[src/hdl/ucl_pkg.sv]
package ucl_pkg;

    // ------------------------------------------------------------
    // Register map (byte addresses)
    // ------------------------------------------------------------
    localparam logic [15:0] UCL_OFS_FLASH_CTRL  = 16'h1240;
    localparam logic [15:0] UCL_OFS_FW_VERSION  = 16'h1F60;
    localparam logic [15:0] UCL_OFS_FW_DATE     = 16'h1F64;
    localparam logic [15:0] UCL_OFS_FW_DESC     = 16'h1F68;
    localparam logic [15:0] UCL_OFS_SET_CTRL    = 16'h1300;
    localparam logic [15:0] UCL_OFS_SET_STATUS  = 16'h1304;
    localparam logic [15:0] UCL_OFS_SET_INDEX   = 16'h1308;
    localparam logic [15:0] UCL_OFS_SET_DATA    = 16'h130C;
    localparam logic [15:0] UCL_OFS_ENV         = 16'h1310;
    localparam logic [15:0] UCL_OFS_LIVE_BASE   = 16'h1400;

    // ------------------------------------------------------------
    // Settings sets
    // ------------------------------------------------------------
    localparam int          UCL_NUM_SETS   = 3;
    localparam int          UCL_SET_WORDS  = 16;
    localparam logic [1:0]  UCL_SET_FACTORY = 2'h0;
    localparam logic [1:0]  UCL_SET_LAST    = 2'h2;

    // Field positions of the set control register
    localparam int UCL_CTRL_SEL_LSB   = 0;
    localparam int UCL_CTRL_SAVE_BIT  = 4;
    localparam int UCL_CTRL_LOAD_BIT  = 5;

    // Reset values
    localparam logic [31:0] UCL_RST_FLASH_CTRL = 32'h0000_0000;
    localparam logic [31:0] UCL_RST_WORD       = 32'h0000_0000;

    // Arbitrary neutral identity values
    localparam logic [31:0] UCL_FW_VERSION = 32'h0001_0000;
    localparam logic [31:0] UCL_FW_DATE    = 32'h0000_0001;
    localparam logic [31:0] UCL_FW_DESC    = 32'h5553_4552;

    // ------------------------------------------------------------
    // Timing
    // ------------------------------------------------------------
    localparam int UCL_CLK_HZ        = 200_000_000;
    localparam int UCL_BLANK_MS      = 100;
    localparam int UCL_BLANK_CYCLES  = UCL_CLK_HZ / 1000 * UCL_BLANK_MS;

    // Loader states, Gray along idle->load->copy->save
    typedef enum logic [1:0] {
        UCL_IDLE = 2'b00,
        UCL_LOAD = 2'b01,
        UCL_COPY = 2'b11,
        UCL_SAVE = 2'b10
    } ucl_state_t;

    // Environmental reading carried together
    typedef struct packed {
        logic [15:0] temp_c;
        logic [15:0] humid_pct;
    } ucl_env_t;

endpackage

[src/hdl/ucl_loader.sv]
module ucl_loader
    import ucl_pkg::*;
#(
    parameter int BLANK_CYCLES = UCL_BLANK_CYCLES
) (
    input  wire logic        CLK,
    input  wire logic        SRST,
    input  wire logic        CE,
    // Avalon-MM slave
    input  wire logic [15:0] AVS_ADDRESS,
    input  wire logic        AVS_READ,
    input  wire logic        AVS_WRITE,
    input  wire logic [31:0] AVS_WRITEDATA,
    input  wire logic [3:0]  AVS_BYTEENABLE,
    output logic      [31:0] AVS_READDATA,
    output logic             AVS_WAITREQUEST,
    output logic      [1:0]  AVS_RESPONSE,
    // Non-volatile last saved index and reinit request
    input  wire logic [1:0]  NV_LAST_SET,
    output logic      [1:0]  NV_LAST_SET_WR,
    output logic             NV_LAST_SET_WE,
    input  wire logic        REINIT,
    // Environmental sensors
    input  wire ucl_env_t    ENV_IN,
    // Camera side
    output logic             IMAGE_ENABLE,
    output logic             AUTO_RESTART,
    output logic             CFG_VALID,
    output logic      [31:0] FLASH_CTRL
);

    // ------------------------------------------------------------
    // Storage
    // ------------------------------------------------------------
    // Counter wide enough to park at the blanking limit
    localparam int CW = $clog2(BLANK_CYCLES + 1);

    logic [31:0] live    [UCL_SET_WORDS];
    logic [31:0] user_set[1:UCL_NUM_SETS-1][UCL_SET_WORDS];
    logic [31:0] factory [UCL_SET_WORDS];
    logic [CW-1:0] blank_cnt;
    logic [1:0]  last_set;
    logic [1:0]  sel_set;
    logic [3:0]  word_idx;
    logic [3:0]  data_idx;
    logic        booted;
    ucl_state_t  state;
    ucl_env_t    env;

    // Factory image is a constant so it cannot be overwritten
    always_comb begin
        for (int i = 0; i < UCL_SET_WORDS; i++) begin
            factory[i] = UCL_RST_WORD;
        end
    end

    // ------------------------------------------------------------
    // Bus decode
    // ------------------------------------------------------------
    // A request is taken on the edge where it meets a high waitrequest
    wire        req      = (AVS_READ | AVS_WRITE) & AVS_WAITREQUEST & CE;
    wire        hit_fctl = (AVS_ADDRESS == UCL_OFS_FLASH_CTRL);
    wire        hit_ver  = (AVS_ADDRESS == UCL_OFS_FW_VERSION);
    wire        hit_date = (AVS_ADDRESS == UCL_OFS_FW_DATE);
    wire        hit_desc = (AVS_ADDRESS == UCL_OFS_FW_DESC);
    wire        hit_sctl = (AVS_ADDRESS == UCL_OFS_SET_CTRL);
    wire        hit_stat = (AVS_ADDRESS == UCL_OFS_SET_STATUS);
    wire        hit_sidx = (AVS_ADDRESS == UCL_OFS_SET_INDEX);
    wire        hit_sdat = (AVS_ADDRESS == UCL_OFS_SET_DATA);
    wire        hit_env  = (AVS_ADDRESS == UCL_OFS_ENV);
    wire        hit_live = (AVS_ADDRESS[15:6] == UCL_OFS_LIVE_BASE[15:6])
                           & (AVS_ADDRESS[1:0] == 2'h0);
    wire [3:0]  live_idx = AVS_ADDRESS[5:2];
    wire        hit_any  = hit_fctl | hit_ver | hit_date | hit_desc | hit_sctl
                           | hit_stat | hit_sidx | hit_sdat | hit_env | hit_live;
    wire        busy     = (state != UCL_IDLE);
    // A write commits only at the edge where the master sees waitrequest low,
    // so a request held through its wait cycle still lands exactly once
    wire        ack      = ~AVS_WAITREQUEST & CE;
    wire        wr       = ack & AVS_WRITE;
    wire [1:0]  wr_sel   = AVS_WRITEDATA[UCL_CTRL_SEL_LSB +: 2];
    wire        sel_ok   = (wr_sel <= UCL_SET_LAST);
    wire        do_save  = wr & hit_sctl & AVS_WRITEDATA[UCL_CTRL_SAVE_BIT] & sel_ok & ~busy;
    wire        do_load  = wr & hit_sctl & AVS_WRITEDATA[UCL_CTRL_LOAD_BIT] & ~busy;
    wire        do_sel   = wr & hit_sctl & sel_ok & ~busy;

    // ------------------------------------------------------------
    // Write strobes and set words
    // ------------------------------------------------------------
    // Register write strobes; each names the one register it may touch
    wire        wr_fctl  = wr & hit_fctl;
    wire        wr_sidx  = wr & hit_sidx & AVS_BYTEENABLE[0];
    // Live words stay untouched while a load or save walks them
    wire        wr_live  = wr & hit_live & ~busy;
    // Reload starts only from idle, so a request during a walk is dropped
    wire        load_go  = (state == UCL_IDLE) & (REINIT | do_load);
    // A stored index of 3 was never a valid save, so boot falls back to factory
    wire [1:0]  boot_set = (NV_LAST_SET <= UCL_SET_LAST) ? NV_LAST_SET : UCL_SET_FACTORY;
    // Set 0 always reads the constant factory image
    wire [31:0] copy_word = (sel_set == UCL_SET_FACTORY) ? factory[word_idx]
                                                          : user_set[sel_set][word_idx];
    wire [31:0] view_word = (sel_set == UCL_SET_FACTORY) ? factory[data_idx]
                                                          : user_set[sel_set][data_idx];
    // Blanking is over once the counter has parked at its limit
    wire        blank_done = (blank_cnt == CW'(BLANK_CYCLES));

    // Byte-lane merge for writes
    function automatic logic [31:0] merge(input logic [31:0] old, input logic [31:0] nw,
                                          input logic [3:0] be);
        logic [31:0] r;
        r = old;
        for (int b = 0; b < 4; b++) begin
            if (be[b]) begin
                r[8*b +: 8] = nw[8*b +: 8];
            end
        end
        return r;
    endfunction

    // Read mux; an unmapped address reads zero and answers with a decode error
    logic [31:0] next_rdata;
    always_comb begin
        next_rdata = 32'h0000_0000;
        if (hit_fctl) begin
            next_rdata = FLASH_CTRL;
        end else if (hit_ver) begin
            next_rdata = UCL_FW_VERSION;
        end else if (hit_date) begin
            next_rdata = UCL_FW_DATE;
        end else if (hit_desc) begin
            next_rdata = UCL_FW_DESC;
        end else if (hit_sctl) begin
            next_rdata = {30'h0, sel_set};
        end else if (hit_stat) begin
            next_rdata = {26'h0, booted, busy, 2'h0, last_set};
        end else if (hit_sidx) begin
            next_rdata = {28'h0, data_idx};
        end else if (hit_sdat) begin
            next_rdata = view_word;
        end else if (hit_env) begin
            next_rdata = env;
        end else if (hit_live) begin
            next_rdata = live[live_idx];
        end
    end

    // ------------------------------------------------------------
    // Bus handshake: one wait cycle, then answer
    // ------------------------------------------------------------
    // Read data are registered with the wait cycle, so they stand at the answer edge
    always_ff @(posedge CLK) begin
        if (SRST) begin
            AVS_WAITREQUEST <= 1'b1;
            AVS_READDATA    <= 32'h0000_0000;
            AVS_RESPONSE    <= 2'h0;
        end else if (CE) begin
            AVS_WAITREQUEST <= ~req;
            if (req) begin
                AVS_READDATA <= next_rdata;
                AVS_RESPONSE <= hit_any ? 2'h0 : 2'h3;  // Unmapped gives decode error
            end
        end
    end

    // ------------------------------------------------------------
    // Simple software registers and sensor capture
    // ------------------------------------------------------------
    // Sensors are sampled every enabled cycle; software sees a reading two cycles old at the answer edge
    always_ff @(posedge CLK) begin
        if (SRST) begin
            FLASH_CTRL <= UCL_RST_FLASH_CTRL;
            data_idx   <= 4'h0;
            env        <= '0;
        end else if (CE) begin
            env <= ENV_IN;
            if (wr_fctl) begin
                FLASH_CTRL <= merge(FLASH_CTRL, AVS_WRITEDATA, AVS_BYTEENABLE);
            end
            if (wr_sidx) begin
                data_idx <= AVS_WRITEDATA[3:0];
            end
        end
    end

    // Live settings: frame rate, format, trigger, GPIO, pixel coding...
    always_ff @(posedge CLK) begin
        if (CE) begin
            if (state == UCL_COPY) begin
                live[word_idx] <= copy_word;
            end else if (wr_live) begin
                live[live_idx] <= merge(live[live_idx], AVS_WRITEDATA, AVS_BYTEENABLE);
            end
        end
    end

    // Save path writes the whole live image into a user set only
    always_ff @(posedge CLK) begin
        if (CE && state == UCL_SAVE && sel_set != UCL_SET_FACTORY) begin
            user_set[sel_set][word_idx] <= live[word_idx];
        end
    end

    // ------------------------------------------------------------
    // Loader sequence
    // ------------------------------------------------------------
    // Load walks the set word by word; the camera sees config only when done
    always_ff @(posedge CLK) begin
        if (SRST) begin
            state          <= UCL_LOAD;
            sel_set        <= UCL_SET_FACTORY;
            last_set       <= UCL_SET_FACTORY;
            word_idx       <= 4'h0;
            booted         <= 1'b0;
            CFG_VALID      <= 1'b0;
            AUTO_RESTART   <= 1'b0;
            NV_LAST_SET_WE <= 1'b0;
            NV_LAST_SET_WR <= 2'h0;
        end else if (CE) begin
            NV_LAST_SET_WE <= 1'b0;
            AUTO_RESTART   <= 1'b0;
            case (state)
                UCL_IDLE: begin
                    if (load_go) begin
                        sel_set   <= last_set;
                        state     <= UCL_LOAD;
                        CFG_VALID <= 1'b0;
                    end else if (do_save) begin
                        // Save to set 0 stores nothing; it only points the next boot, the reload and the viewed set at factory
                        sel_set  <= wr_sel;
                        last_set <= wr_sel;
                        NV_LAST_SET_WR <= wr_sel;
                        NV_LAST_SET_WE <= 1'b1;
                        word_idx <= 4'h0;
                        if (wr_sel != UCL_SET_FACTORY) begin
                            state <= UCL_SAVE;
                        end
                    end else if (do_sel) begin
                        // A plain select write only changes which set is viewed
                        sel_set <= wr_sel;
                    end
                end
                UCL_LOAD: begin
                    // After reset, pick up stored index; unknown falls back to factory
                    if (!booted) begin
                        sel_set  <= boot_set;
                        last_set <= boot_set;
                    end
                    word_idx <= 4'h0;
                    state    <= UCL_COPY;
                end
                UCL_COPY: begin
                    // Camera sees config and restarts its auto loops only after the last word
                    word_idx <= word_idx + 4'h1;
                    if (word_idx == 4'(UCL_SET_WORDS - 1)) begin
                        state        <= UCL_IDLE;
                        booted       <= 1'b1;
                        CFG_VALID    <= 1'b1;
                        AUTO_RESTART <= 1'b1;
                    end
                end
                UCL_SAVE: begin
                    // Set 0 never reaches here, so the factory image cannot be written
                    word_idx <= word_idx + 4'h1;
                    if (word_idx == 4'(UCL_SET_WORDS - 1)) begin
                        state <= UCL_IDLE;
                    end
                end
                default: state <= UCL_IDLE;
            endcase
        end
    end

    // ------------------------------------------------------------
    // Power-up image blanking
    // ------------------------------------------------------------
    // Counter saturates so blanking runs only once per reset; the enable still drops during a reload
    always_ff @(posedge CLK) begin
        if (SRST) begin
            blank_cnt    <= '0;
            IMAGE_ENABLE <= 1'b0;
        end else if (CE) begin
            if (!blank_done) begin
                blank_cnt <= blank_cnt + CW'(1);
            end
            // Dropping with the reload start keeps image off while config is stale
            IMAGE_ENABLE <= blank_done & CFG_VALID & ~load_go;
        end
    end

endmodule

[config.mk]
export PLATFORM = sky130hd
export DESIGN_NAME = ucl_loader
export DESIGN_NICKNAME = d
export VERILOG_FILES = /design/src/hdl/ucl_pkg.sv /design/src/hdl/ucl_loader.sv
export SDC_FILE = /design/constraint.sdc
export NUM_CORES = 2
export LEC_CHECK = 0
export BUFFER_PORTS_ARGS = -buffer_cell sky130_fd_sc_hd__clkbuf_2
export CAP_MARGIN = 20
export CORE_ASPECT_RATIO = 1.2
export CORE_MARGIN = 4
export CORE_UTILIZATION = 60
export DETAILED_ROUTE_END_ITERATION = 6
export PLACE_DENSITY = 0.88
export SKIP_LAST_GASP = 1
export SYNTH_ARGS = -nofsm -noshare
export SYNTH_HDL_FRONTEND = slang
export SYNTH_SLANG_ARGS = --single-unit
[constraint.sdc]
create_clock -name CLK -period 4.8 [get_ports CLK]
set_clock_uncertainty 0.1 [all_clocks]
set_input_delay 0.24 -clock CLK [delete_from_list [all_inputs] [get_ports CLK]]
set_output_delay 0.24 -clock CLK [all_outputs]
set_load 0.05 [all_outputs]
# == Word-level counts from Yosys, hierarchy flattened ==
# Memories as Yosys holds them, arrays and structs flattened. A register that Yosys moved wholly into a read port is not among the register bits.
# Cells that the tools add are included.
# word_totals
reg_bits,145
latchBits,0
mem_bits_rw,1536
romBits,1024
inputBits,92
output_inout_bits,73
wordCells,204
n_memories,4
# mem_list
name,depth,width,rd,rd_ports_with_merged_regs,wr,line_no,text
user_set,2,512,1,1,1,ucl_loader.sv:39,logic [31:0] user_set[1:UCL_NUM_SETS-1][UCL_SET_WORDS];
(name not given),16,32,1,0,0,ucl_loader.sv:102,wire [31:0] view_word = (sel_set == UCL_SET_FACTORY) ? factory[data_idx]
(name not given),16,32,1,0,0,ucl_loader.sv:100,wire [31:0] copy_word = (sel_set == UCL_SET_FACTORY) ? factory[word_idx]
live,16,32,2,1,1,ucl_loader.sv:38,logic [31:0] live [UCL_SET_WORDS];
# classes
addsub,2
n_mul,0
div_mod_pow,0
magnitude_cmp,5
n_eq_ne,24
shift,0
muxes,82
bitwise_logic,39
n_reduce_logical,27
# ops
op,n
two-way mux 32 bit,22
two-way mux 512 bit,1
binary-select mux 32 bit (select 4 bit),2
== test 16 x 13 -> 1 bit (second input constant),9
demux 32 bit (select 4 bit),1
two-way mux 8 bit,16
OR reduction 32 bit,1
two-way mux 2 bit,14
adder 25 x 1 -> 25 bit (second input constant),1
== test 25 bit (second input constant),1
AND 1 bit,21
two-way mux 4 bit,5
AND reduction 3 bit,6
two-way mux 1 bit,16
AND reduction 4 bit,4
case mux 4 bit (3 select lines),1
bitwise OR 1 bit,11
== test 10 x 7 -> 1 bit (second input constant),1
greater-or-equal comparator 5 bit (second input constant),2
inverter 4 -> 5 bit,2
nonzero test 2 bit,5
inequality test 2 bit (second input constant),4
case mux 2 bit (2 select lines),2
zero test 2 bit,3
17 further kinds,28

# == Depth between registers and ports, before layout ==
# depth
depth_word,13
depth_mapped,10
ltp_nobuf,8

# == Worst setup path before layout ==
# Ideal clock, no wire load.
# synth_timing
path_kind,input -> register
startpoint,in AVS_ADDRESS[5]
endpoint,mem live[12][0] (enable)
setup_time_ps,470
arrival_ps,3859
required_ps,4230
setup_slack_ps,372
cell_stages,6
n_path_buf,3
cell_sequence,buf_2 -> and2_1 -> clkbuf_1 -> clkbuf_1 -> o21ai_0 -> o31ai_1
# synth_via
elab_chain_cells,1
# synth_rtl
item,line_no,text
from (decl),ucl_loader.sv:10,"input wire logic [15:0] AVS_ADDRESS,"
two-way mux 4 bit (no line),n/a,
to (decl),ucl_loader.sv:38,
# No other way between the ends.

==> results by group <==
Cells and area
  • Most frequent cells in the layout: edfxtp_1, mux4_2, nand2_1
  • # fillers: 7012
  • Layout Nets: 4568
  • Share of cells above drive strength 1: 32.33%
  • Area Overhead vs Synth: 12.88%
  • Most common cell after layout, fill and taps aside: edfxtp_1
  • Multi-input logic area: 26920 sq um
  • Reg area: 49140 sq um

Global routing
  • Largest net degree at the start of global routing: 75
  • First-pass GRT wire length: 379.7 mm
  • GRT busiest layer: met2
  • Global Route Usage Sum: 40.01%
  • Total grt overflow: 0
  • Antenna violations before repair: 20
  • GR Layer Usage met2: 59.12%
  • GR Util met3: 16.66%
  • Met1 Use GR: 45.01%
  • Number of global-route vias before repair: 53250

Synth
  • Top_reg_cell synth: edfxtp_1
  • Synth async-reset ratio: 0%
  • Main area contributors after synthesis: edfxtp_1, mux4_2, dfxtp_1
  • Syn. warnings: 0
  • Post-synth top area share: 59.87%
  • EDFF count, synth: 1536
  • Mapped Area: 77040 sq um
  • Sequential share of the synthesized area: 63.74%
  • Yosys top cell by area: edfxtp_1
  • Synth Instances: 4181
  • Cell variety after synth: 79
  • Syn Nets: 4279
  • Syn_area_per_cell: 18.43 sq um
  • FF+latch count, synth: 1685

Worst setup path
  • Worst reg2reg path depth: 7
  • Levels on crit path: 7
  • CP endpoint kind: flop
  • CP Cell Sequence: buf_12 -> buf_4 -> mux4_2 -> mux4_2 -> a22oi_1 -> o21ai_0 -> buf_4
  • Reg2reg setup slack: 0.54 ns
  • R2r endpoint: live[9][16]$_DFFE_PP_
  • CP Max Fanout: 67
  • CP startpoint kind: flop
  • Worst path slowest cell: dfxtp_4
  • Buf/Inv on CP: 3
  • Type of the worst setup path: reg2reg
  • CP Data Required Time: 5.25 ns
  • Critical Path AT: 4.71 ns
  • Max stage delay on crit path: 0.67 ns
  • Delay-heaviest family, CP: multiplexers
  • CP endpoint: live[9][16]$_DFFE_PP_

Drt
  • Initial DRC count: 10320
  • DRC: 105
  • Final ANT Viol Nets: 0
  • Total vias in the final route: 52480
  • Vias/cell: 8.360
  • Drt first pass iters: 7
  • Wire per inst: 42.73 um
  • WL final: 268.3 mm

Die
  • Core Footprint: 127000 sq um
  • Starting Density: 60.65%
  • Die Height: 400.5 um
  • Die Wd: 335.1 um
  • I/O pins: 165
  • Die area: 134200 sq um
  • Num rows: 143

Place
  • Post-DP HPWL: 144.5 mm
  • IO buf count: 164
  • Final GP Congestion: 0.9793
  • Pre-CTS setup slack: 0.9294 ns

Timing
  • Period utilisation layout: 88.66%
  • Slew @ Worst Pin: 1.216 ns
  • Slew Viols, Final: 0
  • TNS Setup: 0 ns
  • Post-layout min period: 4.256 ns
  • Slew HR: 18.93%
  • Hold WS: 0.03055 ns
  • Fmax: 235.0 MHz
  • Finish-stage setup viols: 0
  • Final Hold Fails: 0
  • Smallest setup slack after layout: 0.5441 ns
  • Unrepaired setup endpoints after global routing: no

Clocking
  • Clock root cell: clkbuf_16
  • Clock transition at path regs: 0.07 ns
  • CTS Buffer Depth: 3
  • CTS tree: built
  • CTS Buf Count: 155
  • Skew-Pair Late Insertion Delay: 0.82 ns
  • CTS sink count: 1685
  • CTS H-Tree Depth: 4
  • # resized after CTS: 0

Hold path
  • Hold Path Class: in2reg
  • Hold depth: 6

Status
  • Failing checks: design-rule violations
  • Outcome: finished with violations

Power
  • Peak VDD IR: 0.3429 mV
  • Static leakage: 0.02669 uW
  • PwrDens: 359.9 nW/um^2

Flow run
  • Max-Cap Viols: 0
==> how the worst min path moves through the flow <==
stage	start	end	slack, ns
floorplan	AVS_WRITEDATA[0]	NV_LAST_SET_WR[0]$_SDFFE_PP0P_	0.28
global placement	FLASH_CTRL[14]$_SDFFE_PP0P_	FLASH_CTRL[14]$_SDFFE_PP0P_	0.36
detailed placement	IMAGE_ENABLE$_SDFFE_PP0P_	IMAGE_ENABLE$_SDFFE_PP0P_	0.37
CTS	AVS_ADDRESS[8]	AVS_READDATA[5]$_SDFFE_PP0P_	0.0001
global route	AVS_ADDRESS[8]	AVS_READDATA[5]$_SDFFE_PP0P_	0.06
finish	AVS_ADDRESS[0]	AVS_READDATA[16]$_SDFFE_PP0P_	0.03
==> per-layer routing <==
metal	vias up	share of wire [%]
met5	-	0.083
met4	14	12
met3	2253	17
met2	6604	44
met1	25300	27
li1	18310	-
==> through the flow <==
stage	util [%]	cell area [sq um]	power, uW	cells
after detailed placement	63.71	80930	18910	5873
final	68.46	86960	31300	6278
after global routing	68.42	86920	31930	6261
after CTS	68.38	86870	31060	6254
after floorplan	-	77040	18200	4181
after global placement	63.68	80890	18800	5867
==> area by class of cell <==
type | instances | share of cell area (%)
sequential | 1685 | 56.50
multi-input combinational | 2160 | 30.96
clock buffer | 187 | 4.696
timing repair buffer | 454 | 4.364
tap | 1667 | 2.398
clock inverter | 93 | 0.9654
inverter | 14 | 0.06331
antenna | 18 | 0.05180
==> where the power goes <==
group          internal [uW]  total (uW)  switching (uW)
sequential             16100       16200            87.6
clock                   6780       12500            5670
combinational           1090        2610            1530
total                  24000       31300            7290
==> cells by family (layout without fill, tap and decap cells) <==
logic type | after synthesis | after routing | share of synthesized area [%]
other cells | 0 | 18 | 0
xor+xnor | 23 | 23 | 0.2615
flops | 1685 | 1685 | 63.74
mux | 921 | 921 | 25.11
buf+inv | 336 | 748 | 1.962
simple gates | 565 | 565 | 3.402
compound gates | 645 | 645 | 5.423
fa+ha+maj | 6 | 6 | 0.09744
==> sequential cells by signal, indices dropped and copies added (netlist names), 2 cells and up, named ones only <==
register        flops
data_idx            4
user_set         1024
NV_LAST_SET_WR      2
FLASH_CTRL         32
AVS_READDATA       32
word_idx            4
blank_cnt          25
env                32
sel_set             2
live              512
state               2
last_set            2
==> cell usage after synthesis, drive strengths merged, types with 5 or more instances <==
master and instances:
a211oi 20, a21boi 21, a21o 5, a21oi 174, a221oi 22, a22o 10, a22oi 196, a311oi 5
a31oi 43, and2 30, and3 14, buf 144, clkbuf 178, dfxtp 149, edfxtp 1536, ha 6
inv 13, mux2 16, mux2i 97, mux4 808, nand2 234, nand2b 10, nand3 30, nand4 14
nand4b 5, nor2 139, nor2b 21, nor3 28, nor3b 6, nor4 9, o211ai 7, o21ai 110
o22ai 9, or3 5, xnor2 10, xor2 13
==> worst reg2reg max path: cells and delay by family, from the launching register on <==
kind / cells / cell delay (ns)
AOI/OAI and AO/OA: 2 / 0.79
muxes: 2 / 1.17
DFF: 1 / 0.67
buffers and inverters: 3 / 1.25
==> timing repair <==
item,4_1_cts,5_1_grt
hold buffers,101,0
endpoints found under the hold margin,149,0
setup buffers,0,0
Power figures use the tool's default switching activity.
